`src/gpt_pkg.sv`:
```
// shared constants, register map and carrier types of the timer
package gpt_pkg;

    // ==========================================================
    // register byte offsets (one 32-bit word each)
    localparam logic [5:0] OFF_CTRL   = 6'h00;
    localparam logic [5:0] OFF_STATUS = 6'h04;
    localparam logic [5:0] OFF_CLEAR  = 6'h08;
    localparam logic [5:0] OFF_IRQEN  = 6'h0c;
    localparam logic [5:0] OFF_DMAEN  = 6'h10;
    localparam logic [5:0] OFF_CNT    = 6'h14;
    localparam logic [5:0] OFF_PSC    = 6'h18;
    localparam logic [5:0] OFF_ARR    = 6'h1c;
    localparam logic [5:0] OFF_CCMODE = 6'h20;
    localparam logic [5:0] OFF_COMPEN = 6'h24;
    localparam logic [5:0] OFF_CCR0   = 6'h30;

    // ==========================================================
    // field layout and reset values
    localparam int         MAX_CH     = 4;
    localparam int         EVT_W      = MAX_CH + 1;
    localparam int         ST_UPD     = 0;
    localparam int         ST_CH0     = 1;
    localparam int         CCM_W      = 4;
    localparam int         CCM_INV    = 2;
    localparam int         CCM_OE     = 3;
    localparam int         CTRL_W     = 8;
    localparam int         HTRANS_ACT = 1;
    localparam logic       ARR_RST    = 1'b1;
    localparam logic       HRESP_OKAY = 1'b0;
    localparam logic [31:0] RD_ZERO   = 32'h0000_0000;

    // ==========================================================
    // modes
    typedef enum logic [1:0] {DIR_UP, DIR_DOWN, DIR_CENTER, DIR_RSVD} gpt_dir_t;
    typedef enum logic [1:0] {SLV_OFF, SLV_RESET, SLV_GATED, SLV_EXTCLK} gpt_slave_t;
    typedef enum logic [1:0] {CH_CAPTURE, CH_TOGGLE, CH_PWM, CH_FROZEN} gpt_chmode_t;

    // ==========================================================
    // carriers
    typedef struct packed {
        logic       encoder;
        gpt_slave_t slave;
        logic       freeze;
        logic       onePulse;
        gpt_dir_t   dir;
        logic       enable;
    } gpt_ctrl_t;

    typedef struct packed {
        logic       valid;
        logic       write;
        logic [5:0] addr;
    } gpt_ahb_req_t;

endpackage

```
`src/gpt_timer.sv`:
```
// general purpose timer: counter, prescaler, channels, AHB-Lite registers
`timescale 1ns/100ps
module gpt_timer import gpt_pkg::*; #(
    parameter int CNT_W    = 32,
    parameter int PSC_W    = 16,
    parameter int NUM_CH   = 4,
    parameter int NUM_COMP = 0,
    parameter bit HAS_DOWN = 1'b1,
    parameter bit HAS_ENC  = 1'b1,
    parameter bit HAS_DMA  = 1'b1,
    parameter int CHP      = (NUM_CH > 0) ? NUM_CH : 1,
    parameter int CPP      = (NUM_COMP > 0) ? NUM_COMP : 1
)(
    input  wire logic              mclk,
    input  wire logic              reset,
    input  wire logic              hsel,
    input  wire logic [31:0]       haddr,
    input  wire logic [1:0]        htrans,
    input  wire logic              hwrite,
    input  wire logic [2:0]        hsize,
    input  wire logic [31:0]       hwdata,
    input  wire logic              hready,
    output wire logic              hreadyout,
    output wire logic [31:0]       hrdata,
    output wire logic              hresp,
    input  wire logic [CHP-1:0]    capIn,
    output wire logic [CHP-1:0]    chOut,
    output wire logic [CHP-1:0]    chOutEn,
    output wire logic [CPP-1:0]    compOut,
    output wire logic [CPP-1:0]    compOutEn,
    input  wire logic              encA,
    input  wire logic              encB,
    input  wire logic              trigIn,
    output wire logic              trigOut,
    input  wire logic              dbgHalt,
    output wire logic              irq,
    output wire logic [EVT_W-1:0]  dmaReq
);

    // ==========================================================
    // bus slave
    gpt_ahb_req_t     dpReq_q;
    logic [31:0]      hrdata_q;
    logic [CNT_W-1:0] ccrArr [MAX_CH];

    wire addrTaken = hsel & hready & htrans[HTRANS_ACT];
    wire wrPhase   = dpReq_q.valid & dpReq_q.write;
    wire [5:0] ra  = haddr[5:0];
    wire [5:0] wa  = dpReq_q.addr;

    wire wrCtrl   = wrPhase & (wa == OFF_CTRL);
    wire wrClear  = wrPhase & (wa == OFF_CLEAR);
    wire wrIrqEn  = wrPhase & (wa == OFF_IRQEN);
    wire wrDmaEn  = wrPhase & (wa == OFF_DMAEN);
    wire wrCnt    = wrPhase & (wa == OFF_CNT);
    wire wrPsc    = wrPhase & (wa == OFF_PSC);
    wire wrArr    = wrPhase & (wa == OFF_ARR);
    wire wrCcMode = wrPhase & (wa == OFF_CCMODE);
    wire wrCompEn = wrPhase & (wa == OFF_COMPEN);
    wire wrCcrAny = wrPhase & (wa[5:4] == OFF_CCR0[5:4]);

    // ==========================================================
    // control and status registers
    gpt_ctrl_t        ctrl_q;
    logic [EVT_W-1:0] status_q;
    logic [EVT_W-1:0] irqEn_q;
    logic [EVT_W-1:0] dmaEn_q;
    logic [CNT_W-1:0] cnt_q;
    logic [PSC_W-1:0] psc_q;
    logic [CNT_W-1:0] arr_q;
    logic [15:0]      ccMode_q;
    logic [MAX_CH-1:0] compEn_q;
    logic             downPhase_q;
    logic             trigPrev_q;
    logic [1:0]       encPrev_q;

    wire gpt_ctrl_t ctrlWr = gpt_ctrl_t'(hwdata[CTRL_W-1:0]);

    // unmapped offsets read as zero and ignore writes
    wire [31:0] rdVal =
        (ra == OFF_CTRL)   ? 32'(ctrl_q)   :
        (ra == OFF_STATUS) ? 32'(status_q) :
        (ra == OFF_IRQEN)  ? 32'(irqEn_q)  :
        (ra == OFF_DMAEN)  ? 32'(dmaEn_q)  :
        (ra == OFF_CNT)    ? 32'(cnt_q)    :
        (ra == OFF_PSC)    ? 32'(psc_q)    :
        (ra == OFF_ARR)    ? 32'(arr_q)    :
        (ra == OFF_CCMODE) ? 32'(ccMode_q) :
        (ra == OFF_COMPEN) ? 32'(compEn_q) :
        (ra[5:4] == OFF_CCR0[5:4]) ? 32'(ccrArr[ra[3:2]]) : RD_ZERO;

    assign hreadyout = 1'b1;
    assign hresp     = HRESP_OKAY;
    assign hrdata    = hrdata_q;

    // ==========================================================
    // counting source
    wire trigRise = trigIn & ~trigPrev_q;
    wire encMode  = HAS_ENC & ctrl_q.encoder;
    wire extClk   = (ctrl_q.slave == SLV_EXTCLK);
    wire trigRst  = (ctrl_q.slave == SLV_RESET) & trigRise;
    wire gateOk   = (ctrl_q.slave != SLV_GATED) | trigIn;
    wire frozen   = ctrl_q.freeze & dbgHalt;
    wire run      = ctrl_q.enable & ~frozen & gateOk;
    wire pscRun   = run & ~extClk & ~encMode;
    wire pscTick;

    // x4 quadrature decode; a double transition counts once
    wire encStep  = ((encA ^ encPrev_q[1]) | (encB ^ encPrev_q[0]));
    wire encUp    = ~(encPrev_q[1] ^ encB);

    wire step = encMode ? (run & encStep) :
                extClk  ? (run & trigRise) : pscTick;

    gpt_prescaler #(
        .W       (PSC_W)
    ) u_psc (
        .mclk    (mclk),
        .reset   (reset),
        .run     (pscRun),
        .restart (trigRst),
        .div     (psc_q),
        .tick    (pscTick)
    );

    // ==========================================================
    // counter core
    // up-only variants ignore direction and center programming
    wire gpt_dir_t dirMode = HAS_DOWN ? ctrl_q.dir : DIR_UP;
    wire centerMode = (dirMode == DIR_CENTER) & ~encMode;
    wire countUp = encMode ? encUp :
                   ~((dirMode == DIR_DOWN) | (centerMode & downPhase_q));
    wire atTop  = (cnt_q == arr_q);
    wire atBot  = (cnt_q == '0);
    wire wrapUp = step & countUp & atTop;
    wire wrapDn = step & ~countUp & atBot;
    wire updEvt = wrapUp | wrapDn;

    wire [CNT_W-1:0] cntInc = cnt_q + 1'b1;
    wire [CNT_W-1:0] cntDec = cnt_q - 1'b1;
    wire [CNT_W-1:0] cntStep =
        // center mode turns at both ends: down at the top, up at the bottom
        centerMode ? (((countUp & ~atTop) | (~countUp & atBot)) ? cntInc : cntDec) :
        countUp    ? (atTop ? '0 : cntInc) :
                     (atBot ? arr_q : cntDec);
    wire [CNT_W-1:0] cnt_d =
        wrCnt   ? hwdata[CNT_W-1:0] :
        trigRst ? '0 :
        step    ? cntStep : cnt_q;

    wire downPhase_d = centerMode & (wrapUp | (downPhase_q & ~wrapDn));
    // one-pulse stops at the update, a reset trigger restarts
    wire enable_d = wrCtrl  ? ctrlWr.enable :
                    trigRst ? 1'b1 :
                    (updEvt & ctrl_q.onePulse) ? 1'b0 : ctrl_q.enable;

    // ==========================================================
    // channels
    logic [MAX_CH-1:0] chLvl;
    logic [MAX_CH-1:0] chEvt;
    logic [MAX_CH-1:0] chDrive;

    for (genvar i = 0; i < MAX_CH; i++) begin : g_ch
        if (i < NUM_CH) begin : g_on
            wire gpt_chmode_t m = gpt_chmode_t'(ccMode_q[CCM_W*i +: 2]);
            wire wrThis = wrCcrAny & (wa[3:2] == 2'(i));
            gpt_channel #(
                .W        (CNT_W)
            ) u_ch (
                .mclk     (mclk),
                .reset    (reset),
                .cnt      (cnt_q),
                .mode     (m),
                .invert   (ccMode_q[CCM_W*i + CCM_INV]),
                .capIn    (capIn[i]),
                .wrEn     (wrThis),
                .wrData   (hwdata[CNT_W-1:0]),
                .ccr      (ccrArr[i]),
                .chOut    (chLvl[i]),
                .evtPulse (chEvt[i])
            );
            assign chDrive[i] = ccMode_q[CCM_W*i + CCM_OE] & (m != CH_CAPTURE);
        end else begin : g_off
            // channels at or above NUM_CH leave these at zero
            assign ccrArr[i]  = '0;
            assign chLvl[i]   = 1'b0;
            assign chEvt[i]   = 1'b0;
            assign chDrive[i] = 1'b0;
        end
    end

    assign chOut   = chLvl[CHP-1:0];
    assign chOutEn = chDrive[CHP-1:0];
    // complementary pins follow the inverse of the paired channel
    assign compOut   = (NUM_COMP > 0) ?
                       (~chLvl[CPP-1:0] & compEn_q[CPP-1:0]) : '0;
    assign compOutEn = (NUM_COMP > 0) ? compEn_q[CPP-1:0] : '0;

    // ==========================================================
    // events, interrupt, DMA, trigger out
    wire [EVT_W-1:0] evt      = {chEvt, updEvt};
    wire [EVT_W-1:0] clrMask  = wrClear ? hwdata[EVT_W-1:0] : '0;
    // a new event wins over a clear in the same cycle
    wire [EVT_W-1:0] status_d = (status_q & ~clrMask) | evt;

    assign irq     = |(status_q & irqEn_q);
    assign dmaReq  = HAS_DMA ? (evt & dmaEn_q) : '0;
    // update pulse feeds converters and other timers
    assign trigOut = updEvt;

    // ==========================================================
    // registers
    always_ff @(posedge mclk) begin
        if (reset) begin
            dpReq_q  <= '0;
            hrdata_q <= '0;
        end else begin
            dpReq_q  <= '{valid: addrTaken, write: hwrite, addr: ra};
            hrdata_q <= (addrTaken & ~hwrite) ? rdVal : hrdata_q;
        end
    end

    always_ff @(posedge mclk) begin
        if (reset) begin
            ctrl_q   <= '0;
            irqEn_q  <= '0;
            dmaEn_q  <= '0;
            psc_q    <= '0;
            arr_q    <= {CNT_W{ARR_RST}};
            ccMode_q <= '0;
            compEn_q <= '0;
        end else begin
            ctrl_q        <= wrCtrl ? ctrlWr : ctrl_q;
            ctrl_q.enable <= enable_d;
            irqEn_q       <= wrIrqEn ? hwdata[EVT_W-1:0] : irqEn_q;
            dmaEn_q       <= wrDmaEn ? hwdata[EVT_W-1:0] : dmaEn_q;
            psc_q         <= wrPsc ? hwdata[PSC_W-1:0] : psc_q;
            arr_q         <= wrArr ? hwdata[CNT_W-1:0] : arr_q;
            ccMode_q      <= wrCcMode ? hwdata[15:0] : ccMode_q;
            compEn_q      <= wrCompEn ? hwdata[MAX_CH-1:0] : compEn_q;
        end
    end

    always_ff @(posedge mclk) begin
        if (reset) begin
            cnt_q       <= '0;
            status_q    <= '0;
            downPhase_q <= 1'b0;
            trigPrev_q  <= 1'b0;
            encPrev_q   <= '0;
        end else begin
            cnt_q       <= cnt_d;
            status_q    <= status_d;
            downPhase_q <= downPhase_d;
            trigPrev_q  <= trigIn;
            encPrev_q   <= {encA, encB};
        end
    end
endmodule

```
`src/gpt_prescaler.sv`:
```
// clock prescaler: one tick every div+1 enabled cycles
`timescale 1ns/100ps
module gpt_prescaler import gpt_pkg::*; #(
    parameter int W = 16
)(
    input  wire logic         mclk,
    input  wire logic         reset,
    input  wire logic         run,
    input  wire logic         restart,
    input  wire logic [W-1:0] div,
    output wire logic         tick
);
    logic [W-1:0] count_q;
    logic [W-1:0] count_d;

    // >= rather than == so that shrinking div never strands the count
    assign tick    = run & ~restart & (count_q >= div);
    assign count_d = (restart | tick) ? '0 : run ? count_q + 1'b1 : count_q;

    always_ff @(posedge mclk) begin
        if (reset) begin
            count_q <= '0;
        end else begin
            count_q <= count_d;
        end
    end
endmodule

```
`src/gpt_channel.sv`:
```
// one capture/compare channel with its compare register
`timescale 1ns/100ps
module gpt_channel import gpt_pkg::*; #(
    parameter int W = 32
)(
    input  wire logic        mclk,
    input  wire logic        reset,
    input  wire logic [W-1:0] cnt,
    input  wire gpt_chmode_t mode,
    input  wire logic        invert,
    input  wire logic        capIn,
    input  wire logic        wrEn,
    input  wire logic [W-1:0] wrData,
    output wire logic [W-1:0] ccr,
    output wire logic        chOut,
    output wire logic        evtPulse
);
    logic         capPrev_q;
    logic         match_q;
    logic         out_q;
    logic         out_d;
    logic [W-1:0] ccr_q;
    logic [W-1:0] ccr_d;

    // invert selects the falling edge in capture mode
    wire capEdge  = invert ? (capPrev_q & ~capIn) : (~capPrev_q & capIn);
    wire isCap    = (mode == CH_CAPTURE);
    wire capHit   = isCap & capEdge;
    wire matchNow = (cnt == ccr_q);
    wire matchHit = ~isCap & matchNow & ~match_q;
    wire pwmLvl   = (cnt < ccr_q) ^ invert;

    assign evtPulse = capHit | matchHit;
    // a capture beats a software write in the same cycle
    assign ccr_d    = capHit ? cnt : wrEn ? wrData : ccr_q;
    assign out_d    = (mode == CH_PWM)    ? pwmLvl :
                      (mode == CH_TOGGLE) ? (out_q ^ matchHit) : invert;
    assign ccr      = ccr_q;
    assign chOut    = out_q;

    always_ff @(posedge mclk) begin
        if (reset) begin
            capPrev_q <= 1'b0;
            match_q   <= 1'b0;
            out_q     <= 1'b0;
            ccr_q     <= '0;
        end else begin
            capPrev_q <= capIn;
            match_q   <= matchNow;
            out_q     <= out_d;
            ccr_q     <= ccr_d;
        end
    end
endmodule

```
`config.mk`:
```
export PLATFORM = sky130hd
export DESIGN_NAME = gpt_timer
export DESIGN_NICKNAME = d
export VERILOG_FILES = /design/src/gpt_pkg.sv /design/src/gpt_timer.sv /design/src/gpt_prescaler.sv /design/src/gpt_channel.sv
export SDC_FILE = /design/constraint.sdc
export NUM_CORES = 1
export LEC_CHECK = 0
export BUFFER_PORTS_ARGS = -buffer_cell sky130_fd_sc_hd__buf_2
export CAP_MARGIN = 20
export CELL_PAD_IN_SITES_DETAIL_PLACEMENT = 1
export CELL_PAD_IN_SITES_GLOBAL_PLACEMENT = 1
export CORE_UTILIZATION = 47
export CTS_CLUSTER_DIAMETER = 50
export DETAILED_ROUTE_END_ITERATION = 12
export PLACE_DENSITY = 0.84
export SLEW_MARGIN = 40
export SYNTH_ARGS = -nofsm -noshare
export SYNTH_HDL_FRONTEND = slang
export SYNTH_SLANG_ARGS = --single-unit
```
`constraint.sdc`:
```
create_clock -name mclk -period 3.6 [get_ports mclk]
set_clock_uncertainty 0.05 [all_clocks]
set_input_delay 0.54 -clock mclk [delete_from_list [all_inputs] [get_ports mclk]]
set_output_delay 0.54 -clock mclk [all_outputs]
set_load 0.03 [all_outputs]
```
=== After elaboration in Yosys (flattened, before gate mapping) ===
Cells that the tools add are included.

* Bits in registers: 323
* Input bits: 82
* Output and inout bits: 51

* $add $sub $neg: 3
* Order comparisons: 6
* Equality and inequality tests: 39
* Mux-type cells: 48
* Bitwise operators: 119
* Reductions and logical operators: 20

{| class="wikitable"
|+ Operators by type and width
! cell !! count
|-
| $mux W32 || 28
|-
| $eq A32 B32 Y1 || 5
|-
| $lt A32 B32 Y1 || 4
|-
| $and A1 B1 Y1 || 64
|-
| $bmux W32 S2 || 1
|-
| $eq A6 B5 Y1 const B || 8
|-
| $add A32 B1 Y32 const B || 1
|-
| $logic_not A32 Y1 || 1
|-
| $sub A32 B1 Y32 const B || 1
|-
| $not A1 Y1 || 27
|-
| $eq A6 B6 Y1 const B || 4
|-
| $eq A2 B2 Y1 const B || 10
|-
| $eq A6 B4 Y1 const B || 3
|-
| $mux W1 || 18
|-
| $add A16 B1 Y16 const B || 1
|-
| $ge A16 B16 Y1 || 1
|-
| $reduce_bool A2 Y1 || 8
|-
| $and A5 B5 Y5 || 3
|-
| $eq A2 B1 Y1 const B || 7
|-
| $logic_not A6 Y1 || 2
|-
| $or A1 B1 Y1 || 11
|-
| $xor A1 B1 Y1 || 11
|-
| $logic_not A2 Y1 || 5
|-
| $eq A6 B3 Y1 const B || 1
|-
| other kinds (9) || 10
|}

=== Depth between registers and ports, before layout ===
Gate-level depths: netlist (run 1).

* Word-level depth: 17
* Mapped depth: 13
* Mapped depth without buffers: 10

=== Modules after synthesis ===
A second synthesis (run 1) with hierarchy kept.

* Cell total of the unflattened synthesis: 2659
* Area, all modules: 21643.3 µm²

{| class="wikitable"
|+ By module, submodules not included
! module !! times used !! cells an instance !! area an instance (µm²)
|-
| gpt_timer || 1 || 1409 || 10842.9
|-
| gpt_channel || 4 || 279 || 2386.0
|-
| gpt_prescaler || 1 || 134 || 1256.2
|}

=== Least setup slack after synthesis (run 1) ===
No wires, ideal clock.

* Kind: register -> output
* Start: reg cnt_q[0]
* End: out dmaReq[0]
* Arrival: 3.351 ns
* Required time: 3.010 ns
* Path slack: -0.341 ns
* Cell stages (with the launch flop): 9
* Path buffers: 1
* Path through: dfxtp_1 -> clkbuf_1 -> inv_1 -> ha_1 -> or4b_1 -> nor4_1 -> nand4_1 -> a21boi_0 -> and2_1

* Longest elaborated chain between the ends: 4

{| class="wikitable"
|+ Ends and longest elaborated chain
! element !! RTL line !! source
|-
| start, declared || gpt_timer.sv:68 || <nowiki>logic [CNT_W-1:0] cnt_q;</nowiki>
|-
| start signal, assigned || gpt_timer.sv:252 || <nowiki>cnt_q <= cnt_d;</nowiki>
|-
| $eq A32 B32 Y1 / $logic_not A32 Y1 (equally long branches) || gpt_timer.sv:133, gpt_timer.sv:134 ||
|-
| $and A1 B1 Y1, on equally long branches || gpt_timer.sv:135, gpt_timer.sv:136 ||
|-
| $or A1 B1 Y1 (*) || gpt_timer.sv:137 || <nowiki>wire updEvt = wrapUp | wrapDn;</nowiki>
|-
| named net trigOut || gpt_timer.sv:34 || <nowiki>output wire logic trigOut,</nowiki>
|-
| $and A5 B5 Y5 (*) || gpt_timer.sv:207 || <nowiki>assign dmaReq = HAS_DMA ? (evt & dmaEn_q) : '0;</nowiki>
|-
| end, declared || gpt_timer.sv:37 || <nowiki>output wire logic [EVT_W-1:0] dmaReq</nowiki>
|}

Mark *: on every way through the listed nets, which the timed path passes. The rest lies on a longest branch.

=== Worst setup path in the final report (run 1) ===
* Start: reg cnt_q[18]
* End: out dmaReq[0]

* Longest elaborated chain between the ends: 4

{| class="wikitable"
|+ Ends and longest elaborated chain
! element !! RTL line
|-
| $eq A32 B32 Y1 / $logic_not A32 Y1 (equally long branches) || gpt_timer.sv:133, gpt_timer.sv:134
|-
| $and A1 B1 Y1, on equally long branches || gpt_timer.sv:135, gpt_timer.sv:136
|-
| $or A1 B1 Y1 (*) || gpt_timer.sv:137
|-
| $and A5 B5 Y5 (*) || gpt_timer.sv:207
|}

Mark *: on every way between the ends. The rest lies on a longest branch, timed or not.

==> run_results.csv, run 1 <==
group,metric,value,unit
setup_path,cp_max_fo,3,
floorplanning,die_h,214,um
timing,worst-slew-pin-transition,0.879,ns
logic_synthesis,synth_area_per_cell,8.20,um2
setup_path,end_kind,"output port",
clock_tree,clockBufferDepth,3,
clock_tree,cts_sinks,323,
floorplanning,die_w,214,um
placed_design,port_buffers,98,
timing,slew_viol_final,0,
detailed_routing,viasPerCell,6.58,
detailed_routing,routed_wl,89000,um
grt,grt_antenna_before_repair,2,
logic_synthesis,yosysTopAreaCell,"dfxtp_1",
layout,syn_to_final_growth,17.6,%
logic_synthesis,synth.most_common_cell,"dfxtp_1",
logic_synthesis,synthTopCellsByArea,"dfxtp_1, ha_1, mux2i_1",
timing,hold_violations,0,
logic_synthesis,synth_seq_cells,323,
worst_hold_path,hp-start,"capIn[0]",
layout,fill_cells,5189,
grt,grt_pass1_vias,21900,
setup_path,startpoint,"cnt_q[18]",
setup_path,path_class,"reg2out",
clock_tree,cts_buffers,44,
clock_tree,cts-root-buf,"clkbuf_16",
timing,period_needed,3.64,ns
logic_synthesis,synth_top_area_share,0.307,
logic_synthesis,syn-instance-count,2570,
logic_synthesis,async_flop_share,0,
timing,grt_setup_unrepaired,"yes",
outcome,status,"finished, violations left",
logic_synthesis,synth_edf_count,0,
floorplanning,rows,77,
logic_synthesis,synth_common_cells,"dfxtp_1, nor2_1, nand2_1",
timing,fmax,0.275,GHz
floorplanning,coreArea,44200,um2
timing,setup_tns,-0.0596,ns
setup_path,r2r_start,"cnt_q[18]",
grt,overflow,0,
floorplanning,ios,133,
grt,grt_max_degree,81,
logic_synthesis,ys.flop_type,"dfxtp_1",
placed_design,dp_hpwl,62500,um
detailed_routing,routedWlPerCell,27.0,um
floorplanning,initial_core_util,0.477,
detailed_routing,drc,0,
outcome,violations,"setup timing",
timing,slew_headroom,0.414,
timing,finalSetupViolations,2,
layout,nets,2897,
grt,grt_pass1_wl,133000,um
clock_tree,insertion_delay,0.60,ns
placed_design,dp_cells,3188,
clock_tree,path_clk_slew,0.06,ns
timing,fin_ws,-0.0416,ns
grt,grt_use_total,0.386,
logic_synthesis,yosysUniqueCellTypes,86,
power_and_ir_drop,power_per_cell_area,385,nW/um2
timing,final.period_utilization,1.01,
power_and_ir_drop,p_leak,10.5,nW
setup_path,crit_required,3.01,ns
detailed_routing,first_pass_iters,7,
detailed_routing,vias,21700,
floorplanning,die_area,45700,um2
detailed_routing,ant_nets,0,
setup_path,arrival,3.05,ns
logic_synthesis,synth-seq-area-share,0.307,
clock_tree,tritoncts,"done",
clock_tree,htree_levels,2,
layout,drive_above_1_share,0.176,
power_and_ir_drop,peakVddDrop,0.322,mV
layout,instances_no_fill,3297,
job,drv_cap,0,
power_and_ir_drop,total_power,9.54,mW
worst_hold_path,hp-class,"in2reg",
detailed_routing,drtIter0Drc,2309,
placed_design,gp_congestion,1.04,
setup_path,critical_path.startpoint_type,"register",
logic_synthesis,synth_area,21100,um2
logic_synthesis,yosys_warnings,0,
==> where the power goes <==
part	internal (mW)	switching, mW
logic	0.405	0.728
registers	3.69	0.103
clock network	2.78	1.84
total	6.88	2.67
==> critical path, stage by stage, from the launching register on <==
cell      delay, ns
dfxtp_2        0.34
xor2_2         0.20
or4_1          0.55
or4_4          0.44
or3_4          0.39
a21boi_4       0.23
and2_4         0.18
buf_6          0.12
==> routing by layer <==
metal	vias to the layer above	share of wire	GRT usage	wire length, um
met5	-	0	0	0
met4	0	0.051	0.196	4530
met3	299	0.088	0.0586	7810
met2	1117	0.46	0.622	41000
met1	10800	0.40	0.502	35700
li1	9472	-	-	-
==> final timing paths <==
check	end	slack, ns	depth (start not counted)
min	g_ch[0].g_on.u_ch.capPrev_q	0.14	2
max	dmaReq[0]	-0.04	7
min reg2reg	hrdata[0]	0.42	2
max reg2reg	cnt_q[8]	0.14	10
==> cell type report <==
cell class	count	area (um2)	area share
clock buffers	59	1230	0.0495
diodes	1	2.50	0.000101
well taps	592	741	0.0299
flip-flops and latches	323	6520	0.263
repair buffers	254	1800	0.0728
inverters	156	586	0.0236
multi-input cells	1889	13600	0.549
clock inverters	23	304	0.0123
==> logic make-up after synthesis <==
family                     count (synthesis)  synth area share
other                                      2          0.000356
AOI/OAI and AO/OA                        592             0.193
and+or+nand+nor                          854             0.193
xor gates and xnor gates                  93            0.0387
DFF                                      323             0.307
buffers and inverters                    360            0.0672
adders and majority gates                147            0.0873
muxes                                    199             0.114
==> cell usage in the layout (no fill, tap or decap), types with 62 or more instances in the layout <==
| cell | synthesis | layout |
|---|---|---|
| a211oi_1 | 142 | 142 |
| a21oi_1 | 124 | 123 |
| buf_2 | 3 | 92 |
| buf_4 | 10 | 142 |
| dfxtp_1 | 323 | 293 |
| ha_1 | 147 | 134 |
| inv_1 | 156 | 155 |
| mux2i_1 | 165 | 165 |
| nand2_1 | 224 | 220 |
| nand3_1 | 81 | 77 |
| nand4_1 | 62 | 62 |
| nor2_1 | 288 | 279 |
| o21ai_0 | 90 | 87 |
==> flip-flops by register name, summed over array words and instances (netlist names), 5 cells and up <==
signal	flops
arr_q	32
cnt_q	32
status_q	5
irqEn_q	5
u_psc.count_q	16
wa	6
psc_q	16
dmaEn_q	5
g_ch.g_on.u_ch.ccr	128
ctrl_q	5
ccMode_q	16
hrdata	32
==> per-stage QoR <==
| step | util | hold slack, ns | setup WS (ns) | area, um2 |
|---|---|---|---|---|
| after floorplan | - | 0.394 | 0.161 | 21100 |
| after global placement | 0.510 | 0.390 | 0.163 | 22600 |
| after detailed placement | 0.510 | 0.415 | 0.149 | 22600 |
| after CTS | 0.556 | 0.127 | -0.0853 | 24600 |
| after global routing | 0.561 | 0.159 | -0.0751 | 24800 |
| final | 0.561 | 0.138 | -0.0416 | 24800 |
==> timing repair <==
action,in CTS,in global routing
setup buffers,18,6
hold buffers,0,0
resized for setup,77,30
pin swaps,18,17
cloned,1,0
endpoints found under the hold margin,0,0
setup endpoints to repair,6,6
Note: power is estimated with default switching activity, not from simulation.
==> run 2, diff against run 1 <==
Settings changed: ABC_AREA set to 1, CORE_UTILIZATION 47 to 44.
==> run_results.csv, run 2 <==
group,metric,value,unit
outcome,status,"completed",
grt,grt_pass1_wl,156000,um
timing,final.period_utilization,0.993,
layout,final_cell_mix,"nand2_1, inv_1, o21ai_0, dfxtp_1, a21oi_1",
grt,overflow,0,
timing,finalSetupViolations,0,
placed_design,pre_cts_ws,0.408,ns
timing,hold_violations,0,
setup_path,crit_required,3.01,ns
setup_path,cp_max_fo,6,
clock_tree,insertion_delay,0.61,ns
floorplanning,coreArea,50200,um2
logic_synthesis,synth-seq-area-share,0.289,
setup_path,cpMaxStageDelayCell,"dfxtp_1",
floorplanning,die_w,228,um
floorplanning,initial_core_util,0.446,
logic_synthesis,yosysTopAreaCell,"dfxtp_1",
floorplanning,die_area,51800,um2
clock_tree,cts_buffers,49,
power_and_ir_drop,p_leak,11.5,nW
layout,drive_above_1_share,0.104,
grt,grt_pass1_vias,26400,
timing,hold_ws,0.102,ns
logic_synthesis,yosys_warnings,0,
logic_synthesis,synth_top_area_share,0.289,
logic_synthesis,syn-instance-count,3503,
setup_path,arrival,2.99,ns
placed_design,port_buffers,98,
setup_path,reg2regPathDepth,16,
layout,finalInstanceArea,25500,um2
logic_synthesis,synth.most_common_cell,"nand2_1",
layout,largest_reg_flops,128,
logic_synthesis,async_flop_share,0,
detailed_routing,routed_wl,104000,um
logic_synthesis,synth_area_per_cell,6.39,um2
detailed_routing,routedWlPerCell,24.3,um
floorplanning,ios,133,
placed_design,dp_hpwl,74900,um
detailed_routing,vias,26100,
power_and_ir_drop,peakVddDrop,0.395,mV
detailed_routing,first_pass_iters,5,
logic_synthesis,synthTopCellsByArea,"dfxtp_1, nand2_1, o21ai_0",
floorplanning,die_h,228,um
logic_synthesis,synth_area,22400,um2
detailed_routing,ant_nets,0,
layout,instances_no_fill,4274,
logic_synthesis,synth_seq_cells,323,
grt,grt_use_total,0.397,
timing,worst-slew-pin-transition,0.856,ns
placed_design,placed_cell_area,23800,um2
worst_hold_path,hp-class,"in2reg",
layout,fill_cells,6731,
worst_hold_path,hold_depth,3,
grt,grt_antenna_before_repair,2,
logic_synthesis,synth_common_cells,"nand2_1, inv_1, o21ai_0",
layout,antenna_cells,0,
logic_synthesis,ys.flop_type,"dfxtp_1",
setup_path,max_stage_delay,0.38,ns
timing,fin_ws,0.0245,ns
timing,period_needed,3.58,ns
logic_synthesis,synth_edf_count,0,
layout,syn_to_final_growth,13.8,%
layout,fin_util,0.508,
power_and_ir_drop,power_per_cell_area,390,nW/um2
clock_tree,cts-root-buf,"clkbuf_16",
placed_design,gp_congestion,0.956,
detailed_routing,viasPerCell,6.10,
setup_path,path_cells,"clkinvlp_4 -> ha_1 -> nand2_1 -> nor4_1 -> nand3_1 -> nor3_2 -> o21a_1 -> buf_2",
clock_tree,path_clk_slew,0.06,ns
clock_tree,clockBufferDepth,3,
timing,slew_headroom,0.428,
layout,nets,3792,
clock_tree,htree_levels,2,
detailed_routing,drtIter0Drc,2057,
layout,final_common_cell,"nand2_1",
placed_design,dp_cells,4182,
setup_path,end_kind,"output port",
logic_synthesis,yosysUniqueCellTypes,57,
clock_tree,tritoncts,"done",
floorplanning,rows,82,
job,drv_cap,0,
timing,fmax,0.280,GHz
setup_path,critical_path.startpoint_type,"register",
detailed_routing,drc,0,
clock_tree,hold_buffers,0,
timing,slew_viol_final,0,
clock_tree,cts_sinks,323,
grt,grt_max_degree,101,
setup_path,path_class,"reg2out",
timing,grt_setup_unrepaired,"yes",
## run 2: cell count changes after synthesis, moves of 35 or more
cell and delta:
o21ai_0 +297, a211oi_1 -132, buf_2 +38, a21oi_1 +181, clkbuf_1 -35, nand3_1 +183, mux2i_1 -165, nand2_1 +644
nor2_1 -68, inv_1 +248
## run 2: worst paths after layout
check             startpoint  slack, ns          to
hold / removal      haddr[1]       0.10       wa[1]
setup reg to reg   cnt_q[19]       0.56   cnt_q[15]
hold reg to reg   hrdata[23]       0.41  hrdata[23]
setup / recovery    cnt_q[0]       0.02   dmaReq[2]
## run 2: critical path, delay by kind of cell, from the launching register on
kind                       cells  cell delay [ns]
adders and majority gates      1             0.38
DFF                            1             0.38
and+or+nand+nor                4             0.92
AOI/OAI and AO/OA              1             0.19
buffers and inverters          2             0.50
## run 2: metrics by stage
step | power (mW) | setup TNS, ns
finish | 9.95 | 0
global route | 10.2 | -0.00137
CTS | 9.92 | 0
detailed placement | 5.17 | 0
global placement | 5.10 | 0
floorplan | 4.64 | 0
## run 2: layer usage
metal  vias to the layer above  part of all wire  track usage  wire length, um
met5                         -                 0            0                0
met4                         0             0.067        0.255             6960
met3                       330             0.080       0.0706             8280
met2                      1199              0.45        0.634            46400
met1                     12800              0.41        0.492            42200
li1                      11800                 -            -                -
## run 2: power by group
group / leakage [nW] / internal, mW / switching [mW]
Clock: 0.778 / 2.78 / 2.00
Sequential: 2.64 / 3.69 / 0.0862
Combinational: 8.04 / 0.388 / 0.997
Total: 11.5 / 6.86 / 3.08
## run 2: final cells by class
| type | count | area (um2) | area share |
|---|---|---|---|
| Clock inverter | 27 | 249 | 0.00977 |
| Clock buffer | 63 | 1360 | 0.0534 |
| Multi-Input combinational cell | 2559 | 13500 | 0.531 |
| Timing Repair Buffer | 211 | 1420 | 0.0559 |
| Sequential cell | 323 | 6490 | 0.255 |
| Tap cell | 672 | 841 | 0.0330 |
| Inverter | 419 | 1580 | 0.0621 |
## run 2: cells by family after synthesis
group	after synthesis	synth area share
AOI/OAI and AO/OA	871	0.216
xor gates and xnor gates	65	0.0254
adders and majority gates	147	0.0821
buffers and inverters	623	0.111
DFF	323	0.289
other	2	0.000335
and+or+nand+nor	1472	0.276
## run 2: timing repair
action	4_1_cts	5_1_grt
setup endpoints to repair	6	5
setup buffers	0	2
endpoints found under the hold margin	0	0
pin swaps	0	2
resized for setup	25	10
